`src/hw/fupc_regs.svh`:
```
// register map, field positions and timing counts of the flash sequencer
// assumes a 20 MHz sys_clk and byte-wide registers in the low data lane
// Operation
// - mode enabled only with key A5
// - reset clears unlock key to zero
// - any other key disables mode at once
// - control bit 0 starts erase or lock
// - byte read and program need no start
// - read-only erase status, one means failed
// - interrupt aborts erase, status reports failure
// - any interrupt request stops user mode
// - no user mode on sub-system clock
// - control register works only in user mode
// - 512 sectors of 128 bytes; sech and secl bit 7 select one of 512 sectors of 128 bytes
// - low sector bits 6-0 ignored
// - high and low registers form sector base
// - read protection never set from here
// - erase lasts at least 10 ms
// - at most 128 bytes per sector load
`ifndef FUPC_REGS_SVH
`define FUPC_REGS_SVH
`define FUPC_OFS_CTRL 8'h00
`define FUPC_OFS_KEY 8'h04
`define FUPC_OFS_SECH 8'h08
`define FUPC_OFS_SECL 8'h0C
`define FUPC_KEY_OPEN 8'hA5
`define FUPC_KEY_RESET 8'h00
`define FUPC_BIT_START 0
`define FUPC_BIT_STATUS 3
`define FUPC_MODE_ERASE 4'hA
`define FUPC_MODE_PROG 4'h5
`define FUPC_MODE_LOCK 4'h6
`define FUPC_SECTOR_BYTES 8'h80
`define FUPC_CLK_HZ 20000000
`define FUPC_ERASE_MS 10
`define FUPC_ERASE_CYCLES (`FUPC_ERASE_MS * (`FUPC_CLK_HZ / 1000))
`define FUPC_LOCK_CYCLES 16
`define FUPC_PROG_CYCLES 4
`define FUPC_RESP_OKAY 2'h0
`define FUPC_RESP_SLVERR 2'h2
`endif

```
`src/hw/fupc_pkg.sv`:
```
// types shared by the flash sequencer
// assumes fupc_regs.svh for the numeric constants
package fupc_pkg;
  typedef enum logic [4:0] {
    ST_IDLE = 5'h01,
    ST_ERASE = 5'h02,
    ST_LOCK = 5'h04,
    ST_PROG = 5'h08,
    ST_READ = 5'h10
  } fupc_state_type;
  typedef struct packed {
    logic write;
    logic [15:0] addr;
    logic [7:0] wdata;
  } fupc_pm_req_type;
endpackage

```
`src/hw/fupc_top.sv`:
```
// flash user program sequencer: key, control, sector registers, timing
// assumes irq_request and sub_clock_sel come from logic on sys_clk
`timescale 1ns/100ps
`include "fupc_regs.svh"
module fupc_top #(
  parameter int ERASE_CYCLES = `FUPC_ERASE_CYCLES,
  parameter int LOCK_CYCLES = `FUPC_LOCK_CYCLES,
  parameter int PROG_CYCLES = `FUPC_PROG_CYCLES
) (
  // clock and reset
  input wire logic sys_clk,
  input wire logic rst_n,
  // axi4-lite write
  input wire logic [7:0] s_axi_awaddr,
  input wire logic s_axi_awvalid,
  output logic s_axi_awready,
  input wire logic [31:0] s_axi_wdata,
  input wire logic [3:0] s_axi_wstrb,
  input wire logic s_axi_wvalid,
  output logic s_axi_wready,
  output logic [1:0] s_axi_bresp,
  output logic s_axi_bvalid,
  input wire logic s_axi_bready,
  // axi4-lite read
  input wire logic [7:0] s_axi_araddr,
  input wire logic s_axi_arvalid,
  output logic s_axi_arready,
  output logic [31:0] s_axi_rdata,
  output logic [1:0] s_axi_rresp,
  output logic s_axi_rvalid,
  input wire logic s_axi_rready,
  // cpu program-memory access
  input wire logic pm_valid,
  input wire fupc_pkg::fupc_pm_req_type pm_req,
  output logic pm_ready,
  output logic pm_done,
  output logic pm_err,
  output logic [7:0] pm_rdata,
  // system status
  input wire logic irq_request,
  input wire logic sub_clock_sel,
  output logic user_mode,
  // flash array
  output logic fl_erase,
  output logic fl_lock,
  output logic fl_prog,
  output logic [15:0] fl_addr,
  output logic [7:0] fl_wdata,
  input wire logic [7:0] fl_rdata
);

////////////////////////////////////////////////////////////////////////
// reset release

logic rst_meta_n;
logic rst_sync_n;

always_ff @(posedge sys_clk or negedge rst_n)
begin
  if (!rst_n)
  begin
    rst_meta_n <= 1'b0;
    rst_sync_n <= 1'b0;
  end
  else
  begin
    rst_meta_n <= 1'b1;
    rst_sync_n <= rst_meta_n;
  end
end

////////////////////////////////////////////////////////////////////////
// register decode

function automatic logic [3:0] fupc_dec(input logic [7:0] a);
  case (a)
    `FUPC_OFS_CTRL: fupc_dec = 4'h1;
    `FUPC_OFS_KEY: fupc_dec = 4'h2;
    `FUPC_OFS_SECH: fupc_dec = 4'h4;
    `FUPC_OFS_SECL: fupc_dec = 4'h8;
    default: fupc_dec = 4'h0;
  endcase
endfunction

fupc_pkg::fupc_state_type st;
fupc_pkg::fupc_state_type next_st;
logic [7:0] key;
logic [3:0] mode;
logic status;
logic [7:0] sech;
logic secl7;
logic [7:0] prog_n;
logic [31:0] cnt;
logic [31:0] next_cnt;
logic aw_hold;
logic w_hold;
logic [7:0] aw_addr;
logic [7:0] w_byte;
logic w_lane;

logic mode_en;
logic wr_do;
logic [3:0] wr_sel;
logic [3:0] rd_sel;
logic ctrl_wr;
logic start;
logic erase_go;
logic lock_go;
logic is_idle;
logic pm_take;
logic pm_match;
logic pm_wr_ok;
logic op_last;
logic [31:0] last_cnt;
logic [15:0] sector_base;
logic [7:0] ctrl_rd;
logic [7:0] rd_byte;

// irq and sub clock share sys_clk, so no synchroniser is needed
assign mode_en = (key == `FUPC_KEY_OPEN) && !sub_clock_sel;
assign user_mode = mode_en;
assign wr_do = aw_hold && w_hold && !s_axi_bvalid;
assign wr_sel = fupc_dec(aw_addr);
assign rd_sel = fupc_dec(s_axi_araddr);
assign is_idle = (st == fupc_pkg::ST_IDLE);
// control writes are dropped outside user mode; no read-protect field
assign ctrl_wr = wr_do && wr_sel[0] && w_lane && mode_en;
assign start = ctrl_wr && w_byte[`FUPC_BIT_START] && is_idle;
assign erase_go = start && (w_byte[7:4] == `FUPC_MODE_ERASE);
assign lock_go = start && (w_byte[7:4] == `FUPC_MODE_LOCK);
assign sector_base = {sech, secl7, 7'h00};
assign pm_ready = is_idle && !erase_go && !lock_go;
assign pm_take = pm_valid && pm_ready;
assign pm_match = (pm_req.addr[15:7] == sector_base[15:7]);
assign pm_wr_ok = mode_en && (mode == `FUPC_MODE_PROG) && pm_match
  && (prog_n < `FUPC_SECTOR_BYTES) && !irq_request;
assign last_cnt = (st == fupc_pkg::ST_ERASE) ? 32'(ERASE_CYCLES - 1)
  : (st == fupc_pkg::ST_LOCK) ? 32'(LOCK_CYCLES - 1)
  : 32'(PROG_CYCLES - 1);
assign op_last = (cnt == last_cnt);
assign fl_erase = (st == fupc_pkg::ST_ERASE);
assign fl_lock = (st == fupc_pkg::ST_LOCK);
assign fl_prog = (st == fupc_pkg::ST_PROG);
assign ctrl_rd = mode_en ? {mode, status, 2'h0, !is_idle}
  : {4'h0, status, 3'h0};
assign rd_byte = rd_sel[0] ? ctrl_rd : rd_sel[1] ? key
  : rd_sel[2] ? sech : rd_sel[3] ? {secl7, 7'h00} : 8'h00;
assign s_axi_awready = !aw_hold && !s_axi_bvalid;
assign s_axi_wready = !w_hold && !s_axi_bvalid;
assign s_axi_arready = !s_axi_rvalid;

////////////////////////////////////////////////////////////////////////
// bus slave

always_ff @(posedge sys_clk or negedge rst_sync_n)
begin
  if (!rst_sync_n)
  begin
    aw_hold <= 1'b0;
    w_hold <= 1'b0;
    aw_addr <= 8'h00;
    w_byte <= 8'h00;
    w_lane <= 1'b0;
    s_axi_bvalid <= 1'b0;
    s_axi_bresp <= `FUPC_RESP_OKAY;
  end
  else
  begin
    if (s_axi_awvalid && s_axi_awready)
    begin
      aw_hold <= 1'b1;
      aw_addr <= s_axi_awaddr;
    end
    if (s_axi_wvalid && s_axi_wready)
    begin
      w_hold <= 1'b1;
      w_byte <= s_axi_wdata[7:0];
      w_lane <= s_axi_wstrb[0];
    end
    if (wr_do)
    begin
      aw_hold <= 1'b0;
      w_hold <= 1'b0;
      s_axi_bvalid <= 1'b1;
      s_axi_bresp <= (wr_sel == 4'h0) ? `FUPC_RESP_SLVERR
        : `FUPC_RESP_OKAY;
    end
    else if (s_axi_bready)
      s_axi_bvalid <= 1'b0;
  end
end

always_ff @(posedge sys_clk or negedge rst_sync_n)
begin
  if (!rst_sync_n)
  begin
    s_axi_rvalid <= 1'b0;
    s_axi_rdata <= 32'h0000_0000;
    s_axi_rresp <= `FUPC_RESP_OKAY;
  end
  else if (s_axi_arvalid && s_axi_arready)
  begin
    s_axi_rvalid <= 1'b1;
    s_axi_rdata <= {24'h00_0000, rd_byte};
    s_axi_rresp <= (rd_sel == 4'h0) ? `FUPC_RESP_SLVERR
      : `FUPC_RESP_OKAY;
  end
  else if (s_axi_rready)
    s_axi_rvalid <= 1'b0;
end

////////////////////////////////////////////////////////////////////////
// registers

always_ff @(posedge sys_clk or negedge rst_sync_n)
begin
  if (!rst_sync_n)
  begin
    key <= `FUPC_KEY_RESET;
    mode <= 4'h0;
    status <= 1'b0;
    sech <= 8'h00;
    secl7 <= 1'b0;
    prog_n <= 8'h00;
  end
  else
  begin
    // a pending interrupt wins over a key write: the mode must stop
    if (irq_request)
      key <= `FUPC_KEY_RESET;
    else if (wr_do && wr_sel[1] && w_lane)
      key <= w_byte;
    if (ctrl_wr)
      mode <= w_byte[7:4];
    if (st == fupc_pkg::ST_ERASE && irq_request)
      status <= 1'b1;
    else if (erase_go)
      status <= 1'b0;
    if (wr_do && wr_sel[2] && w_lane)
      sech <= w_byte;
    if (wr_do && wr_sel[3] && w_lane)
      secl7 <= w_byte[7];
    if (wr_do && (wr_sel[2] || wr_sel[3]) && w_lane)
      prog_n <= 8'h00;
    else if (pm_take && pm_req.write && pm_wr_ok)
      prog_n <= prog_n + 8'h01;
  end
end

////////////////////////////////////////////////////////////////////////
// sequencer

always_comb
begin
  next_st = st;
  next_cnt = cnt + 32'h1;
  case (st)
    fupc_pkg::ST_IDLE:
    begin
      next_cnt = 32'h0;
      if (erase_go)
        next_st = fupc_pkg::ST_ERASE;
      else if (lock_go)
        next_st = fupc_pkg::ST_LOCK;
      else if (pm_take && !pm_req.write)
        next_st = fupc_pkg::ST_READ;
      else if (pm_take && pm_wr_ok)
        next_st = fupc_pkg::ST_PROG;
    end
    fupc_pkg::ST_ERASE, fupc_pkg::ST_LOCK, fupc_pkg::ST_PROG:
    begin
      if (irq_request || op_last)
        next_st = fupc_pkg::ST_IDLE;
    end
    fupc_pkg::ST_READ:
      next_st = fupc_pkg::ST_IDLE;
    default:
      next_st = fupc_pkg::ST_IDLE;
  endcase
end

always_ff @(posedge sys_clk or negedge rst_sync_n)
begin
  if (!rst_sync_n)
  begin
    st <= fupc_pkg::ST_IDLE;
    cnt <= 32'h0;
  end
  else
  begin
    st <= next_st;
    cnt <= next_cnt;
  end
end

always_ff @(posedge sys_clk or negedge rst_sync_n)
begin
  if (!rst_sync_n)
  begin
    fl_addr <= 16'h0000;
    fl_wdata <= 8'h00;
    pm_done <= 1'b0;
    pm_err <= 1'b0;
    pm_rdata <= 8'h00;
  end
  else
  begin
    pm_done <= 1'b0;
    pm_err <= 1'b0;
    if (erase_go || lock_go)
      fl_addr <= sector_base;
    else if (pm_take)
    begin
      fl_addr <= pm_req.addr;
      fl_wdata <= pm_req.wdata;
    end
    if (pm_take && pm_req.write && !pm_wr_ok)
    begin
      pm_done <= 1'b1;
      pm_err <= 1'b1;
    end
    if (st == fupc_pkg::ST_READ)
    begin
      pm_done <= 1'b1;
      pm_rdata <= fl_rdata;
    end
    if (st == fupc_pkg::ST_PROG && (irq_request || op_last))
    begin
      pm_done <= 1'b1;
      pm_err <= irq_request;
    end
  end
end

////////////////////////////////////////////////////////////////////////
// checks

key_reject_a: assert property (@(posedge sys_clk)
  disable iff (!rst_sync_n)
  (key != `FUPC_KEY_OPEN) |-> !user_mode)
  else $error("user mode without key");
irq_stop_a: assert property (@(posedge sys_clk)
  disable iff (!rst_sync_n)
  irq_request |=> !user_mode)
  else $error("user mode kept after irq");
sub_clk_a: assert property (@(posedge sys_clk)
  disable iff (!rst_sync_n)
  sub_clock_sel |-> !user_mode)
  else $error("user mode on sub clock");
erase_abort_a: assert property (@(posedge sys_clk)
  disable iff (!rst_sync_n)
  (fl_erase && irq_request) |=> (!fl_erase && status))
  else $error("erase not aborted with failure");
erase_start_a: assert property (@(posedge sys_clk)
  disable iff (!rst_sync_n)
  erase_go |=> (fl_erase && !status && fl_addr == sector_base))
  else $error("erase did not start clean");
erase_len_a: assert property (@(posedge sys_clk)
  disable iff (!rst_sync_n)
  ($fell(fl_erase) && !status) |-> ($past(cnt) == 32'(ERASE_CYCLES - 1)))
  else $error("erase ended early");
ctrl_lock_a: assert property (@(posedge sys_clk)
  disable iff (!rst_sync_n)
  (wr_do && wr_sel[0] && !mode_en) |=> $stable(mode)
    && !$rose(fl_erase) && !$rose(fl_lock))
  else $error("control written outside user mode");
prog_limit_a: assert property (@(posedge sys_clk)
  disable iff (!rst_sync_n)
  $rose(fl_prog) |-> ($past(prog_n) < `FUPC_SECTOR_BYTES
    && fl_addr[15:7] == sector_base[15:7]))
  else $error("program outside sector or over limit");
read_lat_a: assert property (@(posedge sys_clk)
  disable iff (!rst_sync_n)
  (pm_take && !pm_req.write) |=> ##1 (pm_done && !pm_err))
  else $error("byte read not answered in two cycles");
erase_done_c: cover property (@(posedge sys_clk)
  disable iff (!rst_sync_n) $fell(fl_erase) && !status);
erase_abort_c: cover property (@(posedge sys_clk)
  disable iff (!rst_sync_n) fl_erase && irq_request);
prog_ok_c: cover property (@(posedge sys_clk)
  disable iff (!rst_sync_n) fl_prog ##1 pm_done && !pm_err);
lock_c: cover property (@(posedge sys_clk)
  disable iff (!rst_sync_n) $fell(fl_lock));

endmodule

```
`config.mk`:
```
export PLATFORM = sky130hd
export DESIGN_NAME = fupc_top
export DESIGN_NICKNAME = d
export VERILOG_FILES = /design/src/hw/fupc_pkg.sv /design/src/hw/fupc_top.sv
export VERILOG_INCLUDE_DIRS = /design/src /design/src/hw
export SDC_FILE = /design/constraint.sdc
export NUM_CORES = 1
export LEC_CHECK = 0
export ABC_CLOCK_PERIOD_IN_PS = 3800
export BUFFER_PORTS_ARGS = -buffer_cell sky130_fd_sc_hd__clkbuf_2
export CORE_MARGIN = 8
export CORE_UTILIZATION = 49
export CTS_BUF_LIST = sky130_fd_sc_hd__clkbuf_8
export DETAILED_ROUTE_END_ITERATION = 7
export GPL_ROUTABILITY_DRIVEN = 0
export PLACE_DENSITY = 0.78
export SETUP_SLACK_MARGIN = 0.02
export SYNTH_ARGS = -nofsm -noshare
export SYNTH_HDL_FRONTEND = slang
export SYNTH_SLANG_ARGS = --single-unit
```
`constraint.sdc`:
```
create_clock -name sys_clk -period 3.8 [get_ports sys_clk]
set_input_delay 0.38 -clock sys_clk [delete_from_list [all_inputs] [get_ports sys_clk]]
set_output_delay 0.38 -clock sys_clk [all_outputs]
set_load 0.05 [all_outputs]
```
# Word-level counts from Yosys, hierarchy flattened
# Cells that the tools add are included.
[classes] add_sub_neg=2 mul=0 div=0 order_cmp=1 eq_ne=19 shift=0 n_mux=38 bitwise=1 n_reduce_logical=66
[op_table] op="$mux W8" n=9
[op_table] op="$logic_and A1 B1 Y1" n=37
[op_table] op="$add A32 B1 Y32 const B" n=1
[op_table] op="$eq A32 B18 Y1" n=1
[op_table] op="$eq A8 B4 Y1 const B" n=4
[op_table] op="$mux W16" n=2
[op_table] op="$mux W32" n=1
[op_table] op="$pmux W4 S4" n=2
[op_table] op="$mux W5" n=5
[op_table] op="$mux W18" n=1
[op_table] op="$eq A8 B3 Y1 const B" n=2
[op_table] op="$logic_not A8 Y1" n=2
[op_table] op="$reduce_bool A2 Y1" n=8
[op_table] op="$mux W1" n=14
[op_table] op="$logic_not A1 Y1" n=11
[op_table] op="$pmux W5 S2" n=1
[op_table] op="$eq A9 B9 Y1" n=1
[op_table] op="$add A8 B1 Y8 const B" n=1
[op_table] op="$eq A4 B3 Y1 const B" n=2
[op_table] op="$eq A8 B8 Y1 const B" n=1
[op_table] op="$logic_not A4 Y1" n=2
[op_table] op="$lt A8 B8 Y1 const B" n=1
[op_table] op="$eq A5 B1 Y1 const B" n=1
[op_table] op="$eq A5 B2 Y1 const B" n=1
[op_table] op="other kinds (12)" n=16
[totals] regBits=136 latch_bits=0 mem_bits_rw=0 rom_bits=0 inputBits=95 output_inout_bits=80 wordCells=152 memories=0

# Logic depth before layout (Yosys ltp)
[depth] word_depth=18 depth_mapped=8 depth_no_buf=6

# Worst setup path after synthesis
# Ideal clock, no wire load.
[synth_timing] path_type="register -> register" from="reg s_axi_bvalid" to="reg aw_addr[0]" setup_time_ns=0.125 arrival_time_ns=2.211 t_required_ns=3.675 path_slack_ns=1.465 stages_incl_launch_ff=5 path_buffers=1 synth_period_minus_slack_ns=2.335 cell_sequence="dfrtp_1 -> nor2_1 -> and2_1 -> clkbuf_1 -> mux2_2"
[synth_between] elab_chain_len=3
[synth_lines] element="start: declaration" line="fupc_top.sv:22" rtl="output logic s_axi_bvalid,"
[synth_lines] element="start signal: assignment" line="fupc_top.sv:164" rtl="s_axi_bvalid <= 1'b0;"
[synth_lines] element="start signal: assignment" line="fupc_top.sv:184" rtl="s_axi_bvalid <= 1'b1;"
[synth_lines] element="start signal: assignment" line="fupc_top.sv:189" rtl="s_axi_bvalid <= 1'b0;"
[synth_lines] element="$logic_not A1 Y1" line="fupc_top.sv:148" rtl="assign s_axi_awready = !aw_hold && !s_axi_bvalid;"
[synth_lines] element="$logic_and A1 B1 Y1" line="fupc_top.sv:148"
[synth_lines] element="net s_axi_awready" line="fupc_top.sv:16" rtl="output logic s_axi_awready,"
[synth_lines] element="$logic_and A1 B1 Y1" line="fupc_top.sv:169" rtl="if (s_axi_awvalid && s_axi_awready)"
[synth_lines] element="end signal: assignment" line="fupc_top.sv:172" rtl="aw_addr <= s_axi_awaddr;"
[synth_lines] element="end: declaration" line="fupc_top.sv:97" rtl="logic [7:0] aw_addr;"
# The timed path passes the listed nets, and every way through them passes these cells.
# A chain may end at the register's enable or synchronous reset.

# Worst setup path after layout
[layout_timing] from="reg w_byte[4]" to="out pm_ready"
[layout_between] elab_chain_len=5 word_cells_on_any_way=8 cone_classes="eq/ne (2); reduce/logical (6)"
[layout_lines] element="start: declaration" line="fupc_top.sv:98" rtl="logic [7:0] w_byte;"
[layout_lines] element="start signal: assignment" line="fupc_top.sv:177" rtl="w_byte <= s_axi_wdata[7:0];"
[layout_lines] element="$eq A4 B4 Y1 (no source line)"
[layout_lines] element="$logic_and A1 B1 Y1" line="fupc_top.sv:129" rtl="assign erase_go = start && (w_byte[7:4] == `FUPC_MODE_ERASE);"
[layout_lines] element="$logic_not A1 Y1" line="fupc_top.sv:132" rtl="assign pm_ready = is_idle && !erase_go && !lock_go;"
[layout_lines] element="$logic_and A1 B1 Y1" line="fupc_top.sv:132"
[layout_lines] element="$logic_and A1 B1 Y1 *" line="fupc_top.sv:132"
[layout_lines] element="end: declaration" line="fupc_top.sv:35" rtl="output logic pm_ready,"
# Every way passes the cells marked *; elsewhere a longest branch is shown, timed or not.

==> summary.md <==
| Metric | Value |
|---|---|
| H-tree depth reported by CTS | `4` |
| Avg Inst Size Synth | `10.7 sq um` |
| Number of cells on the critical path | `6` |
| Multiplexer area fraction after synthesis | `approximately a tenth` |
| Yosys cell types | `60` |
| Clk network pwr share | `24.2%` |
| Proportion of synthesized flip-flops having asynchronous set or reset | `100%` |
| Number of antenna violations at the first check in global routing | `0` |
| Worst-case hold slack | `118 ps` |
| Total standard cell area after synthesis | `6530 sq um` |
| Setup Crit Path Kind | `reg -> out` |
| Maximum fanout along the worst path | `13` |
| Aggregate negative setup slack | `0 ps` |
| Maximum clock frequency | `350 MHz` |
| Number of synthesized register bits | `134` |
| Total DRC errors in the routed layout | `0` |
| Count of filler cells inserted in the layout | `1114` |
| Final ANT Viol Nets | `0` |
| Adder and majority gate portion of the synthesized area | `0.383%` |
| Proportion of netlist area held by the largest area contributor | `51.0%` |
| Final routed wirelength across all metal layers | `about 16000 um` |
| CP Buf/Inv Count | `2` |
| Final HPWL from detailed placement | `11800 um` |
| Number of top-level pins | `~180` |
| Core footprint | `13100 sq um` |
| Depth of the worst hold-timing path | `2` |
| Design Power | `5.34 mW` |
| Site row count | `42` |
| Most frequent cell after synthesis | `dfrtp_1` |
| Full die area | `17300 sq um` |
| Cell taking the most area after synthesis | `dfrtp_1` |
| Detailed Routing Iterations Pass 1 | `5` |
| Required arrival time at the worst endpoint | `between 3000 and 4000 ps` |
| Final net count | `between 800 and 900` |
| Quantity of gates resized following cts | `0` |
| Post-synthesis to final-layout area growth | `16.8%` |
| Number of endpoints failing setup at the final stage | `0` |
| Longest Clk Path Bufs | `2` |
| Leakage power summed over all cells | `3.58 nW` |
| Number of buffers created by CTS | `17` |
| Proportion of synthesized chip area in sequential cells | `51.4%` |
| Worst-case clock skew | `13.2 ps` |
| Worst Tran Pin Value | `1290 ps` |
| Slew Limit Headroom | `about 14%` |
| Area contributors post-synth | `dfrtp_1 (51%), mux2_2 (7.9%), nor2_1 (3.6%), xnor2_1 (3.2%), buf_4 (3.0%)` |
| Buffer cell driving the clock tree root | `clkbuf_8` |
| Hold WC Path Type | `in -> reg` |
| Clk Latency, worst-skew pair | `440 ps` |
| Simple-gate area share of the yosys netlist | `20.1%` |
| Share of the core filled with cells in the final layout | `roughly 58%` |
| Critical path capture point type | `output port` |
| Unrepaired setup endpoints after global routing | `false` |
| Synthesized instance count | `608` |
| Wire length of the first global-routing pass | `26300 um` |
| Commonest cells post-synth | `dfrtp_1 (133), nor2_1 (63), mux2_2 (46)` |
| Compound-cell area share of the yosys netlist | `7.55%` |
| Fraction of synthesized cell area in xor and xnor cells | `4.96%` |
| Sw frac | `about two fifths` |
| Congestion Overflow GR | `0` |
| WL per Instance | `17.2 um` |
| Final Hold Vio Count | `0` |
| Initial Util | `49.7%` |
| Final instance area | `around 7600 sq um` |
| Worst setup slack after layout | `939 ps` |
| Cell Area, Placed | `7180 sq um` |
| Total setup buffers inserted after CTS | `0` |
| Most used flip-flop cell after synthesis | `dfrtp_1` |
| Placed cell count | `between 800 and 900` |
| Result of the run | `completed` |
| Share of the cycle needed by the critical path after routing | `between 70% and 80%` |
| Worst vdd ir | `593 uV` |
| Largest delay contributor family on the critical path | `simple AND/OR/NAND/NOR gates` |
| Sequential power share | `39.5%` |
| # diodes | `0` |
| Synthesis warning total | `0` |
| Setup WS pre-CTS | `1250 ps` |
| Die Y-Extent | `131 um` |
| Width of the die | `131 um` |
| Power spent charging and discharging nets | `approximately 2.2 mW` |
| # port buffers | `121` |
| Cell Pwr Density | `700 nW/um^2` |
| Total number of clock tree sinks | `134` |
| Series of cell instances along the critical path | `and3b_1 > a21boi_1 > nand3_1 > nand2_1 > inv_1 > clkbuf_2` |
| EDFF count, synth | `0` |
| Number of pins exceeding their max-slew limit in the final report | `0` |
| Number of DRC violations after detailed-routing iteration 0 | `395` |
| Fraction of final layout cells with drive strength greater than 1 | `30.2%` |
| Drt via density | `5.51` |
| Overall routing resource usage | `between 15 and 20%` |
| Number of maximum-capacitance violations | `0` |
| Worst stage delay on the critical path | `440 ps` |
| Vias in the first global route | `about 5200` |
| Arr. time, crit path | `2480 ps` |
| Register clock-pin slew on the reported worst setup and hold paths | `70 ps` |
| Slowest cell on the critical path | `dfrtp_1` |
| Logic gate share of total power | `36.3%` |
| Maximum number of pins on one net before global-route repair | `68` |
| Number of standard cells in the final layout excluding fillers | `about 910` |
| Int Power | `between 3 and 4 mW` |
| Clock tree from TritonCTS | `built` |
| Post-layout min period | `2860 ps` |
| Largest family of logic cells by synthesized area | `simple AND/OR/NAND/NOR gates` |
| Critical path startpoint category | `register` |
| Detailed-route via count | `about 5000` |
| Cell count of the worst reg-to-reg path | `5` |
## power by group through the flow
stage / clock [mW] / sequential (mW) / combinational [mW]
CTS: 1.32 / 2.11 / 1.96
floorplan: 0 / 2.73 / 0.857
global route: 1.40 / 2.17 / 2.06
finish: 1.29 / 2.11 / 1.94
global placement: 0 / 2.10 / 1.90
detailed placement: 0 / 2.14 / 1.95
## routing by layer
layer / GRT usage [%] / vias up / share of wire [%]
met4: 6.13 / 0 / 2.1
met5: 0 / - / 0
met3: 7.09 / 29 / 6.6
li1: - / 2348 / -
met1: 21.4 / 2505 / 41
met2: 30.8 / 154 / 50
## worst paths after layout
path                              startpoint      endpoint  slack [ps]
worst max-delay path               w_byte[4]      pm_ready         940
worst min-delay path            s_axi_bready  s_axi_bvalid         120
worst max register to register     w_byte[4]    fl_addr[4]        1180
worst min register to register    rst_meta_n    rst_sync_n         350
max in group asynchronous         rst_sync_n         st[0]        2310
min in group asynchronous              rst_n    rst_sync_n         250
## cells in the final DEF (no fill, tap or decap), types with 3 or more instances in the layout
| cell | netlist | final |
|---|---|---|
| nor4_1 | 15 | 15 |
| dfrtp_1 | 133 | 132 |
| nor2_1 | 63 | 63 |
| a21oi_1 | 11 | 11 |
| mux2i_1 | 15 | 15 |
| mux2_2 | 46 | 46 |
| or3_1 | 3 | 3 |
| or2_2 | 3 | 3 |
| clkbuf_2 | 0 | 121 |
| nor4_2 | 4 | 4 |
| xnor2_1 | 24 | 24 |
| nand3_1 | 27 | 27 |
| o21ai_0 | 22 | 22 |
| nand2b_1 | 7 | 7 |
| nand2_1 | 36 | 36 |
| xor2_1 | 13 | 13 |
| conb_1 | 2 | 27 |
| o31ai_1 | 3 | 3 |
| and3b_1 | 5 | 5 |
| bufinv_16 | 0 | 4 |
| nor2b_1 | 4 | 4 |
| inv_1 | 10 | 10 |
| a22oi_1 | 7 | 7 |
| a31oi_1 | 12 | 12 |
| a22o_1 | 10 | 10 |
| nand4_1 | 18 | 18 |
| and3_1 | 5 | 5 |
| buf_4 | 26 | 5 |
| nor3_1 | 11 | 11 |
| clkinv_2 | 0 | 4 |
| clkbuf_8 | 0 | 19 |
| and2_1 | 7 | 7 |
| and4_1 | 4 | 4 |
## registers in the layout, indices dropped and copies added, names as in the netlist, 4 cells and up
register / cells
cnt: 32
fl_addr: 16
aw_addr: 8
fl_wdata: 8
key: 8
pm_rdata: 8
prog_n: 8
s_axi_rdata: 8
sech: 8
w_byte: 8
st: 5
mode: 4
## final cells by class
class	count	area (sq um)	share of cell area (%)
clock inverters	12	174	2.28
inverters	10	37.5	0.492
repair buffers	127	653	8.56
well taps	176	220	2.89
multi-input cells	436	2920	38.3
clock buffers	19	262	3.43
flip-flops and latches	134	3360	44.0
## timing repair
action | 4_1_cts | 5_1_grt
setup endpoints to repair | 0 | 0
hold endpoints to repair | 2 | 0
hold buffers | 1 | 0
## cells by family (layout without fill, tap and decap cells)
logic type,count (synthesis),count (layout)
AOI/OAI and AO/OA,76,76
adders and majority gates,2,2
buffers and inverters,63,168
other,2,27
DFF,134,134
xor gates and xnor gates,37,37
and+or+nand+nor,233,233
muxes,61,61
(Power assumes the default switching activity.)
